## src/dsc_pkg.sv

```systemverilog
// Package for the strobe-timing DRAM controller: timing figures, cycle counts, carriers.
// Assumes a 10 MHz reference clock (100 ns period).
package dsc_pkg;
   localparam int CLK_PERIOD_NS   = 100;
   // Timing limits in ns (refresh period in ms), fastest grade; rounded up to whole clocks, at least one
   localparam int T_RC_NS         = 320;
   localparam int T_PC_NS         = 160;
   localparam int T_RCD_MIN_NS    = 25;
   localparam int T_RCD_MAX_NS    = 40;
   localparam int T_RAH_NS        = 15;
   localparam int T_CAH_NS        = 40;
   localparam int T_WCH_NS        = 40;
   localparam int T_WP_NS         = 40;
   localparam int T_RWL_NS        = 60;
   localparam int T_CWL_NS        = 60;
   localparam int T_RP_NS         = 80;
   localparam int T_RAS_NS        = 120;
   localparam int T_CAS_NS        = 80;
   localparam int T_CAC_NS        = 80;
   localparam int T_RAC_NS        = 120;
   localparam int T_CWD_NS        = 60;
   localparam int T_RWD_NS        = 100;
   localparam int T_OFF_NS        = 35;
   localparam int T_REF_MS        = 4;
   localparam int REFRESH_ROWS    = 256;
   localparam int POWERUP_CYCLES  = 8;

   function automatic int ns_to_clk(input int ns);
      int c;
      c = (ns + CLK_PERIOD_NS - 1) / CLK_PERIOD_NS;
      return (c < 1) ? 1 : c;
   endfunction

   localparam int CYC_RCD       = ns_to_clk(T_RCD_MIN_NS);
   localparam int CYC_RAH       = ns_to_clk(T_RAH_NS);
   localparam int CYC_CAS_LOW   = ns_to_clk(T_CAS_NS) > ns_to_clk(T_CAC_NS) ?
                                  ns_to_clk(T_CAS_NS) : ns_to_clk(T_CAC_NS);
   localparam int CYC_WE_LEAD   = ns_to_clk(T_CWL_NS) > ns_to_clk(T_WCH_NS) ?
                                  ns_to_clk(T_CWL_NS) : ns_to_clk(T_WCH_NS);
   localparam int CYC_RP        = ns_to_clk(T_RP_NS);
   localparam int CYC_RAS       = ns_to_clk(T_RAS_NS);
   localparam int CYC_RC        = ns_to_clk(T_RC_NS);
   localparam int CYC_PC        = ns_to_clk(T_PC_NS);
   localparam int CYC_OFF       = ns_to_clk(T_OFF_NS);
   // 4 ms over 256 rows gives 15.625 us per row; rounded down
   localparam int CYC_REF_ROW   = (T_REF_MS * 1000000) / (REFRESH_ROWS * CLK_PERIOD_NS);
   localparam int CNT_W         = 8;
   localparam logic [7:0] ROW_RESET = 8'h00;

   typedef struct packed {
      logic        write;
      logic [15:0] addr;
      logic        data;
   } dsc_req_type;

   typedef struct packed {
      logic       ras_n;
      logic       cas_n;
      logic       we_n;
      logic [7:0] mux_address;
      logic       din;
   } dsc_pins_type;
endpackage

```

## src/dsc_timer.sv

```systemverilog
// Down-counter used to space strobe edges.
// Assumes load and count values fit CNT_W bits.
`timescale 1ns/10ps
module dsc_timer
   import dsc_pkg::*;
(
   input  wire logic             ref_clk,
   input  wire logic             rst,
   input  wire logic             load,
   input  wire logic [CNT_W-1:0] value,
   output logic                  done
);
   logic [CNT_W-1:0] count;
   logic [CNT_W-1:0] next_count;

   always_comb begin
      next_count = count;
      if (load) begin
         next_count = value;
      end else if (count != '0) begin
         next_count = count - 8'h01;
      end
   end

   always_ff @(posedge ref_clk) begin
      if (rst) begin
         count <= '0;
      end else begin
         count <= next_count;
      end
   end

   // Done from the registered count alone, so a caller may gate load on it with no loop
   assign done = (count == '0);
endmodule

```

## src/dsc_controller.sv

```systemverilog
// Host-side controller for a 64K x 1 multiplexed-address dynamic RAM.
// Assumes one request at a time, inputs synchronous to ref_clk, 100 ns clock.
`timescale 1ns/10ps
module dsc_controller
   import dsc_pkg::*;
#(
   parameter int REF_PERIOD = dsc_pkg::CYC_REF_ROW
)
(
   input  wire logic               ref_clk,
   input  wire logic               rst,
   input  wire dsc_pkg::dsc_req_type req,
   input  wire logic               req_valid,
   output logic                    req_ready,
   output logic                    rd_valid,
   output logic                    rd_data,
   output logic                    init_done,
   output dsc_pkg::dsc_pins_type   pins,
   input  wire logic               dout,
   input  wire logic               dout_valid
);
   import dsc_pkg::*;

   typedef enum logic [7:0] {
      ST_IDLE  = 8'h01,
      ST_RAS   = 8'h02,
      ST_COL   = 8'h04,
      ST_CAS   = 8'h08,
      ST_PRE   = 8'h10,
      ST_REF   = 8'h20,
      ST_REFPR = 8'h40,
      ST_GAP   = 8'h80
   } dsc_state_type;

   dsc_state_type    state;
   dsc_state_type    next_state;
   dsc_req_type      hold;
   dsc_req_type      next_hold;
   dsc_pins_type     next_pins;
   logic [3:0]       init_cnt;
   logic [3:0]       next_init_cnt;
   logic [7:0]       row;
   logic [7:0]       next_row;
   logic [15:0]      ref_cnt;
   logic [15:0]      next_ref_cnt;
   logic             ref_due;
   logic             next_ref_due;
   logic             next_rd_valid;
   logic             next_rd_data;
   logic             tload;
   logic [CNT_W-1:0] tval;
   logic             tdone;
   logic             rc_load;
   logic             rc_done;

   // Phase timer and row-cycle spacing timer
   dsc_timer u_phase (
      .ref_clk (ref_clk),
      .rst     (rst),
      .load    (tload),
      .value   (tval),
      .done    (tdone)
   );

   dsc_timer u_rc (
      .ref_clk (ref_clk),
      .rst     (rst),
      .load    (rc_load),
      .value   (CNT_W'(CYC_RC - 1)),
      .done    (rc_done)
   );

   assign init_done = (init_cnt == 4'(POWERUP_CYCLES));
   assign req_ready = (state == ST_IDLE) && init_done && !ref_due && rc_done;

   // Refresh pacing
   always_comb begin
      next_ref_cnt = ref_cnt + 16'h0001;
      next_ref_due = ref_due;
      if (ref_cnt >= 16'(REF_PERIOD - 1)) begin
         next_ref_cnt = 16'h0000;
         next_ref_due = 1'b1;
      end
      if (state == ST_REFPR && tdone && init_done) begin
         next_ref_due = 1'b0;
         if (ref_cnt >= 16'(REF_PERIOD - 1)) begin
            next_ref_due = 1'b1;
         end
      end
   end

   always_ff @(posedge ref_clk) begin
      if (rst) begin
         ref_cnt <= 16'h0000;
         ref_due <= 1'b0;
      end else begin
         ref_cnt <= next_ref_cnt;
         ref_due <= next_ref_due;
      end
   end

   // Main cycle sequencer
   always_comb begin
      next_state    = state;
      next_hold     = hold;
      next_pins     = pins;
      next_init_cnt = init_cnt;
      next_row      = row;
      next_rd_valid = 1'b0;
      next_rd_data  = rd_data;
      tload         = 1'b0;
      tval          = '0;
      rc_load       = 1'b0;
      unique case (state)
         ST_IDLE: begin
            next_pins.ras_n = 1'b1;
            next_pins.cas_n = 1'b1;
            next_pins.we_n  = 1'b1;
            if (rc_done && (!init_done || ref_due)) begin
               next_pins.mux_address = row;
               next_state = ST_REF;
            end else if (req_ready && req_valid) begin
               next_hold = req;
               next_pins.mux_address = req.addr[15:8];
               next_pins.din = req.data;
               next_state = ST_RAS;
            end
         end
         ST_REF: begin
            // row-only cycle, column strobe stays high
            next_pins.ras_n = 1'b0;
            rc_load = 1'b1;
            tload = 1'b1;
            tval = CNT_W'(CYC_RAS - 1);
            next_state = ST_REFPR;
         end
         ST_REFPR: begin
            if (tdone) begin
               if (!pins.ras_n) begin
                  next_pins.ras_n = 1'b1;
                  tload = 1'b1;
                  tval = CNT_W'(CYC_RP - 1);
               end else begin
                  next_row = row + 8'h01;
                  if (!init_done) begin
                     next_init_cnt = init_cnt + 4'h1;
                  end
                  next_state = ST_IDLE;
               end
            end
         end
         ST_RAS: begin
            next_pins.ras_n = 1'b0;
            rc_load = 1'b1;
            tload = 1'b1;
            tval = CNT_W'((CYC_RAH > CYC_RCD ? CYC_RAH : CYC_RCD) - 1);
            next_state = ST_COL;
         end
         ST_COL: begin
            if (tdone) begin
               next_pins.mux_address = hold.addr[7:0];
               // early write only, else enable stays high
               next_pins.we_n = !hold.write;
               next_state = ST_CAS;
               tload = 1'b1;
               tval = 8'h00;
            end
         end
         ST_CAS: begin
            if (pins.cas_n && tdone) begin
               next_pins.cas_n = 1'b0;
               tload = 1'b1;
               tval = CNT_W'((CYC_CAS_LOW > CYC_WE_LEAD ? CYC_CAS_LOW : CYC_WE_LEAD) +
                             (CYC_RAS > CYC_RCD + CYC_CAS_LOW ?
                              CYC_RAS - CYC_RCD - CYC_CAS_LOW : 0) - 1);
            end else if (!pins.cas_n && tdone) begin
               if (!hold.write) begin
                  next_rd_valid = 1'b1;
                  next_rd_data  = dout_valid ? dout : 1'b0;
               end
               next_pins.cas_n = 1'b1;
               next_pins.ras_n = 1'b1;
               next_pins.we_n  = 1'b1;
               tload = 1'b1;
               tval = CNT_W'((CYC_RP > CYC_OFF ? CYC_RP : CYC_OFF) - 1);
               next_state = ST_PRE;
            end
         end
         ST_PRE: begin
            if (tdone) begin
               next_state = ST_GAP;
            end
         end
         ST_GAP: begin
            // page spacing is implied: each access is a full row cycle
            next_state = (CYC_PC > 0) ? ST_IDLE : ST_GAP;
         end
      endcase
   end

   always_ff @(posedge ref_clk) begin
      if (rst) begin
         state    <= ST_IDLE;
         hold     <= '0;
         pins     <= '{ras_n: 1'b1, cas_n: 1'b1, we_n: 1'b1, mux_address: 8'h00, din: 1'b0};
         init_cnt <= 4'h0;
         row      <= ROW_RESET;
         rd_valid <= 1'b0;
         rd_data  <= 1'b0;
      end else begin
         state    <= next_state;
         hold     <= next_hold;
         pins     <= next_pins;
         init_cnt <= next_init_cnt;
         row      <= next_row;
         rd_valid <= next_rd_valid;
         rd_data  <= next_rd_data;
      end
   end
   // late-write cycles not used; trades speed for a shared data bus
   // figures live in the package for grade substitution
endmodule

```

## config.mk

```make
export PLATFORM = sky130hd
export DESIGN_NAME = dsc_controller
export DESIGN_NICKNAME = d
export VERILOG_FILES = /design/src/dsc_pkg.sv /design/src/dsc_timer.sv /design/src/dsc_controller.sv
export SDC_FILE = /design/constraint.sdc
export NUM_CORES = 1
export LEC_CHECK = 0
export BUFFER_PORTS_ARGS = -buffer_cell sky130_fd_sc_hd__clkbuf_2
export CAP_MARGIN = 20
export CORE_AREA = 2 2 89 82
export DETAILED_ROUTE_END_ITERATION = 7
export DIE_AREA = 0 0 91 84
export GPL_ROUTABILITY_DRIVEN = 0
export PLACE_DENSITY = 0.81
export SLEW_MARGIN = 20
export SYNTH_ARGS = -nofsm -noshare
export SYNTH_HDL_FRONTEND = slang
export SYNTH_SLANG_ARGS = --single-unit
export TNS_END_PERCENT = 1
```

## constraint.sdc

```tcl
create_clock -name ref_clk -period 2.1 [get_ports ref_clk]
set_clock_uncertainty 0.05 [all_clocks]
set_input_delay 0.525 -clock ref_clk [delete_from_list [all_inputs] [get_ports ref_clk]]
set_output_delay 0.525 -clock ref_clk [all_outputs]
set_load 0.05 [all_outputs]
```

# Yosys cells after proc, flatten, opt, wreduce, memory -nomap -nowiden

Cells that the tools add are included.

Bits in registers: 76
Input port bits: 23
Output and inout port bits: 16
Word-level logic and storage cells: 122

Order comparisons: 1
Bitwise gates (word level): 6
Equality and inequality tests: 17
Add/subtract/negate cells: 5
Reductions and logical operators: 38
Mux-type cells: 38

Operators with widths:

| operator                                              | number |
|---|---|
| 2-to-1 mux 8 bit                                      | 11 |
| case mux 8 bit (8 select lines)                       | 1 |
| 2-to-1 mux 9 bit                                      | 2 |
| adder 16 x 1 -> 16 bit (second input constant)        | 1 |
| >= comparator 16 x 8 -> 1 bit (second input constant) | 1 |
| zero test 8 bit                                       | 2 |
| 2-to-1 mux 1 bit                                      | 16 |
| case mux 8 bit (2 select lines)                       | 1 |
| AND reduction 4 bit                                   | 4 |
| nonzero test 8 bit                                    | 2 |
| subtractor 8 x 1 -> 8 bit (second input constant)     | 2 |
| inequality test 2 bit (second input constant)         | 6 |
| nonzero test 2 bit                                    | 5 |
| logical AND 1 bit                                     | 9 |
| AND reduction 3 bit                                   | 3 |
| adder 8 x 1 -> 8 bit (second input constant)          | 1 |
| equality test 8 x 1 -> 1 bit (second input constant)  | 1 |
| equality test 8 x 2 -> 1 bit (second input constant)  | 1 |
| equality test 8 x 3 -> 1 bit (second input constant)  | 1 |
| equality test 8 x 4 -> 1 bit (second input constant)  | 1 |
| equality test 8 x 5 -> 1 bit (second input constant)  | 1 |
| equality test 8 x 6 -> 1 bit (second input constant)  | 1 |
| equality test 8 x 7 -> 1 bit (second input constant)  | 1 |
| equality test 8 bit (second input constant)           | 1 |
| 18 further kinds                                      | 30 |

# Depth between registers and ports, before layout

Gate-level depths: netlist of run 1.

Depth in word-level cells: 8
Mapped depth: 9
Mapped depth without buffers: 7

# Modules after synthesis

A second synthesis of run 1 with hierarchy kept.

Cell total of the unflattened synthesis: 425
Area, all modules: 3712.3 sq um

Modules (own cells, without submodules):

| module         | instances | area an instance (sq um) | cells each | seq. area each (sq um) |
|---|---|---|---|---|
| dsc_controller | 1         | 2761.4                   | 319        | 1201.2 |
| dsc_timer      | 2         | 475.5                    | 53         | 160.2 |

# Worst setup path after synthesis of run 1

No wires, ideal clock.

Path type: reg2out
From: register u_rc.count[2]
To: output req_ready
Cell stages (with the launch flop): 5
Required time: 1525 ps
Arrival: 2878 ps
Buffers on the path: 1
Slack: -1353 ps
Cell sequence: dfxtp_1 -> or4_4 -> or3_1 -> buf_6 -> nor4_1

Word-level cells in the longest chain between the ends: 2

Ends and longest elaborated chain:

| element                  | line                 | source |
|---|---|---|
| start: declaration       | dsc_timer.sv:13      | `logic [CNT_W-1:0] count;` |
| start signal: assignment | dsc_timer.sv:29      | `count <= next_count;` |
| zero test 8 bit          | dsc_timer.sv:34      | `assign done = (count == '0);` |
| logical AND 1 bit        | dsc_controller.sv:74 | `assign req_ready = (state == ST_IDLE) && init_done && !ref_due && rc_done;` |
| end: declaration         | dsc_controller.sv:14 | `output logic req_ready,` |

No other way between the ends.

# Worst setup path after layout of run 1

From: register u_rc.count[5]
To: output req_ready

The elaborated chain is that of the path after synthesis.

==> results.md, run 1 <==
Synth:
- Synthesis handed over a netlist of 378 instances.
- The register bit count reported by yosys is 76.
- Of the synthesized area, sequential elements account for 44.6%.
- The synthesized design contains 0 enable-type register cells.
- Of all flip-flops after synthesis, the portion carrying an async set or reset was 0%.
- The total of warnings raised by yosys is 0.
- For this run, the leading register cell type out of synthesis is dfxtp_1.
- In this run the cell area of the synthesized design comes to 0.00341 mm².
- In this run the mean area of a mapped cell was 9.03 µm².
- The number of different library cells used by synthesis comes to 57.

Floorplan:
- In this run the horizontal extent of the chip is 91 µm.
- The floorplan has 29 rows.
- The die is 84 µm tall.
- For this configuration, the core starts out at a cell density of 50.0%.
- The total die area is 0.00764 mm².
- The core region is 0.00682 mm².
- During I/O placement, the number of pins put on the boundary was 39.

Clocking:
- The number of clock buffers added by TritonCTS is 9.
- TritonCTS built the clock tree.
- The clock tree root buffer cell is clkbuf_8.
- The later-pin clock latency in the skew report is 0.36 ns.
- After clock tree synthesis, the clock-pin slew on the worst setup and hold paths is 0.08 ns.
- The maximum clock path buffer count is 2.
- The number of hold-repair buffers added at the cts stage is 0.
- The sink count of the clock tree is 76.
- The H-tree level count is 3.

Critical path:
- The critical path's largest stage delay is 0.53 ns.
- The cell with the biggest individual delay on the critical path is or4_4.
- The nature of the critical path endpoint is an output port.
- Counting both buffers and inverters, the worst setup path holds a total of 1.
- The worst endpoint data arrival time is 2.06 ns.
- The kind of critical path is reg2out.
- The kind of cell with the highest combined delay along the critical path is simple AND/OR/NAND/NOR gates.
- For the worst setup path, the data required time is 1.52 ns.
- The largest fanout on the critical path is 2.
- The type of element launching the critical path is a flop.
- The signal on the critical path passes through or4_4 -> or3_4 -> nor4_4 -> buf_12.

Routing:
- After the first detailed-routing iteration, the DRC count stood at 197.
- The via total after detailed routing is 3121.
- The ratio of routed vias to standard cells is 5.46.
- The pre-antenna-repair detailed-routing pass consisted of 6 iterations.
- In the final routed layout, each cell accounts on average for 14.7 µm.
- For this run, design rule violations remaining after detail routing come to 0.
- The remaining number of nets flagged by the antenna check after routing is 0.
- The overall routed net length is 8.40 mm.

Final layout:
- The repair_antennas step left the layout with diodes totalling 0.
- Leaving out fill and tap cells, the most frequent cell in the layout is dfxtp_1.
- After routing the design area is 0.00437 mm².
- In the layout the commonest cells are 74 x dfxtp_1, 65 x nor2_1, 52 x buf_4.
- The filler cell count in the final layout is 581.
- The area added between synthesis and finish is 28.2%.
- The multi-input combinational cells in the finished layout cover a total of 0.00190 mm².
- The share of post-route cells with drive strength above 1 is 28.8%.
- The register cell area after layout is 0.00152 mm².
- At the end of the flow, the number of nets in the layout was 505.

Global route:
- The number of global-route vias before repair is 2941.
- The initial antenna violation count is 0.
- Entering global routing, the biggest net connects 19 pins.
- The total overflow left after global routing is 0.
- The overall track demand over capacity in global routing is 22.5%.
- The first global-routing pass estimated 13.8 mm of wire.

STA:
- The worst path uses 126% of the clock period.
- The time the worst path needs with I/O delays and setup is 2.64 ns.
- The number of hold-slack violations in the final timing report came to 0.
- Setup repair after global routing could not meet its margin everywhere.
- Based on the critical path, the design can be clocked at up to 0.379 GHz.
- Once routing completed, OpenROAD measured the worst setup slack at -0.539 ns.
- The final number of max-transition violations was 0.
- The worst-case hold slack is 0.346 ns.
- The final setup violation count is 21.

Flow run:
- The tool flagged a number of max-cap violations equal to 0.

Hold path:
- The tightest min-delay check is of the in2reg type.

Placement:
- Once placement finished, the instance area stood at 0.00410 mm².
- The count of port buffers added during placement is 38.
- The post-DP HPWL is 6.05 mm.

Power and ir drop:
- For this design the static power due to leakage is 1.77 nW.
- The peak ir drop on the vdd network is 0.000878 V.
- Dividing total power by cell area gives a power density of 1180 mW/mm².

Status:
- The run finished, with violations left.
- The checks that failed: setup timing.
## layout make-up
cell class | count | area share, %
multi-input cells | 285 | 43.5
flip-flops and latches | 76 | 34.8
repair buffers | 90 | 14.0
clock buffers | 10 | 2.92
well taps | 93 | 2.66
clock inverters | 6 | 1.09
inverters | 12 | 1.03
## timing repair
| item | in CTS | in global routing |
|---|---|---|
| buffers inserted | 1 | 0 |
| hold endpoints to repair | 0 | 0 |
| pin swaps | 11 | 5 |
| endpoints found under the setup margin | 25 | 33 |
| gates resized for setup | 10 | 13 |
## kinds of logic after synthesis
logic type	Yosys count	share of synthesized area (%)
compound gates	52	11.3
xor+xnor	30	7.70
fa+ha+maj	8	2.93
buf+inv	24	3.37
flops	76	44.6
mux	13	3.81
other cells	1	0.110
simple gates	174	26.2
## final timing paths
kind | start | to | slack, ns | depth (start not counted)
worst max-delay path | u_rc.count[5] | req_ready | -0.54 | 4
worst min-delay path | dout | rd_data | 0.35 | 3
worst max register to register | u_rc.count[5] | pins[5] | -0.15 | 7
worst min register to register | ref_cnt[0] | ref_cnt[0] | 0.40 | 1
## per-stage QoR
step	power (W)	instances	utilization [%]	TNS (ns)	setup slack [ns]
5_1_grt	0.00546	572	64.1	-4.87	-0.587
3_3_place_gp	0.00388	555	60.1	-3.06	-0.204
6_report	0.00516	572	64.1	-3.06	-0.539
3_5_place_dp	0.00394	555	60.1	-4.15	-0.228
2_1_floorplan	0.00312	385	-	-3.14	-0.458
4_1_cts	0.00506	572	63.6	-2.66	-0.566
## layer usage
layer | GRT usage, % | part of all wire, %
met5 | 0 | 0
met4 | 6.89 | 1.6
met3 | 5.87 | 6.9
met2 | 37.4 | 49
met1 | 28.6 | 43
## tightest hold or removal path, cell delays in order
cell,delay (ns)
clkbuf_2,0.08
nand3_1,0.06
a21oi_1,0.06
## state kept, by name, summed over array words and instances, names as in the netlist
register,count
ref_cnt,16
pins,12
hold,9
row,8
state,8
u_phase.count,8
u_rc.count,8
init_cnt,4
rd_data,1
rd_valid,1
ref_due,1
## synthesized netlist by cell type (all sizes together) (3+ instances only)
master | instances | area (µm²)
dfxtp | 76 | 1520
nor2 | 67 | 254
nand2 | 27 | 101
xnor2 | 17 | 149
nor4 | 15 | 100
nand3 | 14 | 70.1
mux2i | 13 | 130
xor2 | 13 | 114
a21oi | 12 | 60.1
inv | 12 | 45.0
o31ai | 11 | 87.6
clkbuf | 9 | 33.8
a221oi | 8 | 76.3
ha | 8 | 100
nor3 | 8 | 51.3
o21ai | 6 | 30.0
and2 | 4 | 25.0
nand2b | 4 | 25.0
nand4 | 4 | 25.0
nor2b | 4 | 25.0
or3 | 4 | 26.3
buf | 3 | 36.3
or3b | 3 | 26.3
or4 | 3 | 26.3
## power breakdown
| part | internal (W) | switching (W) | total, W |
|---|---|---|---|
| registers | 0.00163 | 0.000120 | 0.00175 |
| clock network | 0.000437 | 0.000580 | 0.00102 |
| logic | 0.00111 | 0.00128 | 0.00239 |
Note: power is estimated with default switching activity, not from simulation.
==> run 2, diff against run 1 <==
Settings changed: CAP_MARGIN 20 to unset, RECOVER_POWER set to 50.
==> run 2 against run 1 <==
The flow still finishes with violations (setup timing). Global-route usage did not move. Register-to-register slack got worse by 0.02 ns. Final area fell by 0.69%. Clock power barely moved. Sequential power barely moved. Combinational power barely moved.
==> results.md, run 2 (synthesis results as in run 1) <==
Routing:
- The remaining number of nets flagged by the antenna check after routing is 0 (unchanged).
- The routed length on met1 is 3.63 mm (was 3.60 mm).
- The ratio of routed vias to standard cells came to 5.41 (was 5.46).
- The highest layer used for signal routing was met4 (unchanged).
- The count of routing violations after the opening detailed-route iteration is 217 (was 197).
- The routed length on met2 is 4.12 mm (was 4.08 mm).
- The via total after detailed routing is 3093 (was 3121).
- The routed wirelength normalized by instance count is 14.6 µm (was 14.7 µm).
- The number of iterations in the first detailed-routing pass came to 4 (was 6).
- The met3 routed wirelength was 498 µm (was 577 µm).
- The overall routed net length came to 8.36 mm (was 8.40 mm).
- The DRC violations left is 0 (unchanged).

Final layout:
- The share of post-route cells with drive strength above 1 is 25.3% (was 28.8%).
- The register containing the most flip-flops in the final layout is ref_cnt (unchanged).
- Most frequent cells in the layout: 74 x dfxtp_1, 66 x nor2_1, 51 x buf_4 (was 74 x dfxtp_1, 65 x nor2_1, 52 x buf_4).
- The diode insertion count for antenna repair is 0 (unchanged).
- The summed area of non-filler cells in the final layout is 0.00434 mm² (was 0.00437 mm²).
- The final net count came to 505 (unchanged).
- Registers with the most flip-flops: ref_cnt x16, pins x12, hold x9 (unchanged).
- The leading cell type in the layout, fill and taps excluded is dfxtp_1 (unchanged).
- The area added between synthesis and finish was 27.3% (was 28.2%).
- The flip-flop count of the largest register, all copies and words added is 16 (unchanged).

Clocking:
- The H-tree level count is 3 (unchanged).
- The clock tree root buffer cell is clkbuf_8 (unchanged).
- The number of CTS-inserted buffers is 9 (unchanged).
- The CTS clock-pin slew for the worst setup and hold paths is 0.09 ns (was 0.08 ns).
- The sink count of the clock tree is 76 (unchanged).
- The clock tree from TritonCTS is yes (unchanged).
- The maximum clock path buffer count is 2 (unchanged).
- The number of hold-repair buffers added at the cts stage came to 0 (unchanged).
- The later-pin clock latency in the skew report was 0.35 ns (was 0.36 ns).

Status:
- Failing checks: setup timing (unchanged).
- Status: finished with violations (unchanged).

STA:
- The time the worst path needs with I/O delays and setup was 2.63 ns (was 2.64 ns).
- For the pin with the worst max-slew slack, the measured transition is 0.619 ns.
- The final critical-path setup slack was -0.531 ns (was -0.539 ns).
- The part of the cycle the worst path needs is 125% (was 126%).
- The final number of max-transition violations came to 0 (unchanged).
- The worst-case hold slack was 0.352 ns (was 0.346 ns).
- The normalized max-slew margin is 58.9%.
- The final setup violation count is 21 (unchanged).
- The maximum clock frequency came to 0.380 GHz (was 0.379 GHz).
- Unrepaired setup endpoints after global routing: yes (unchanged).
- The summed negative setup slack over all endpoints came to -3.10 ns (was -3.06 ns).
- The number of hold-slack violations in the final timing report was 0 (unchanged).

Critical path:
- The data required time of the critical path is 1.52 ns (about the same).
- The critical path's largest stage delay was 0.53 ns (about the same).
- The cell with the biggest individual delay on the critical path is or4_4 (unchanged).
- The kind of critical path is reg2out (unchanged).
- The type of element launching the critical path was a flop (unchanged).
- The worst endpoint data arrival time was 2.06 ns (about the same).
- The startpoint of the worst register-to-register path is u_rc.count[5] (unchanged).
- The nature of the critical path endpoint is an output port (unchanged).
- The worst setup path startpoint is u_rc.count[5] (unchanged).
- Cells along the critical path: or4_4 -> or3_4 -> nor4_4 -> buf_12 (unchanged).
- The largest fanout on the critical path is 2 (unchanged).
- The terminus of the critical flop-to-flop path is pins[6] (was pins[5]).
- The critical path depth was 4 (unchanged).
- The number of cells on the worst reg-to-reg path was 7 (unchanged).
- The sum of buffers and inverters on the critical path was 1 (unchanged).
- The worst setup slack for register-to-register paths came to -0.17 ns (was -0.15 ns).
- The timing endpoint of the critical path is req_ready (unchanged).
- The top cell family by delay on the critical path is simple AND/OR/NAND/NOR gates (unchanged).

Power and ir drop:
- The overall power after layout is 0.00514 W (was 0.00516 W).
- The static leakage is 1.72 nW (was 1.77 nW).
- The peak ir drop on the vdd network is 0.000878 V (about the same).
- The power per cell area is 1180 mW/mm² (about the same).

Flow run:
- The total of max-cap violations is 0 (unchanged).

Global route:
- The number of global-route vias before repair is 2941 (unchanged).
- The overflow left after global routing is 0 (unchanged).
- The initial antenna violation count is 0 (unchanged).
- The overall track demand over capacity in global routing is 22.5% (unchanged).
- The maximum number of pins on one net before global-route repair came to 19 (unchanged).
- The first-pass GRT wire length is 13.8 mm (unchanged).

Floorplan:
- The effective utilization at floorplan came to 50.0% (unchanged).
- The die boundary width is 91 µm (unchanged).
- The placeable core region came to 0.00682 mm² (unchanged).
- The vertical extent of the die is 84 µm (unchanged).
- The I/O pin total is 39 (unchanged).
- The number of standard-cell rows in the floorplan is 29 (unchanged).
- The total die area came to 0.00764 mm² (unchanged).

Hold path:
- The class of the worst hold path is in2reg (unchanged).

Placement:
- The instance area at placement is 0.00410 mm² (unchanged).
- The post-DP HPWL is 6.05 mm (unchanged).
- The count of port buffers added during placement is 38 (unchanged).
run 2: cell types whose count changed in the layout (fill, tap and decap cells not counted):
cell	change
nor2_2	-1
clkbuf_2	-14
nor4_2	-1
clkbuf_1	+15
nor2_1	+1
nor4_1	+1
buf_4	-1
run 2: worst min-delay path by stage:
stage / from / endpoint / slack [ns] / depth (start not counted)
4_1_cts: dout / rd_data / 0.35 / 3
6_report: dout / rd_data / 0.35 / 3
3_3_place_gp: ref_cnt[0] / ref_cnt[0] / 0.38 / 1
2_1_floorplan: ref_cnt[0] / ref_cnt[0] / 0.37 / 1
5_1_grt: dout / rd_data / 0.37 / 3
3_5_place_dp: ref_cnt[0] / ref_cnt[0] / 0.39 / 1
run 2: cell type report:
| class | count | area, µm² |
|---|---|---|
| well taps | 93 | 116 |
| flip-flops and latches | 76 | 1520 |
| multi-input cells | 285 | 1890 |
| inverters | 12 | 45.0 |
| repair buffers | 90 | 589 |
| fillers | 593 | 2480 |
| clock inverters | 6 | 47.5 |
| clock buffers | 10 | 128 |
run 2: per-stage QoR:
stage / setup WS (ns) / util [%] / cells
detailed placement: -0.228 / 60.1 / 555
global route: -0.587 / 63.7 / 572
CTS: -0.566 / 63.6 / 572
floorplan: -0.458 / - / 385
finish: -0.531 / 63.7 / 572
global placement: -0.204 / 60.1 / 555
run 2: routing by layer:
metal  global-route usage, %  up-vias
met2                    37.4      106
met1                    28.6     1459
met4                    6.89        0
met3                    5.87       13
met5                       0        -
li1                        -     1515
run 2: where the power goes:
part           internal (W)  switching (W)  total, W
Clock              0.000437       0.000576   0.00101
Sequential          0.00163       0.000120   0.00175
Combinational       0.00110        0.00127   0.00237
run 2: tightest hold or removal path: stages:
cell	delay, ns
clkbuf_2	0.08
nand3_1	0.06
a21oi_1	0.06
run 2: what timing repair did:
action / in CTS / in global routing
cloned: 0 / 0
setup endpoints to repair: 25 / 33
setup buffers: 1 / 0
gates resized for setup: 10 / 13
pin swaps: 11 / 5
endpoints found under the hold margin: 0 / 0
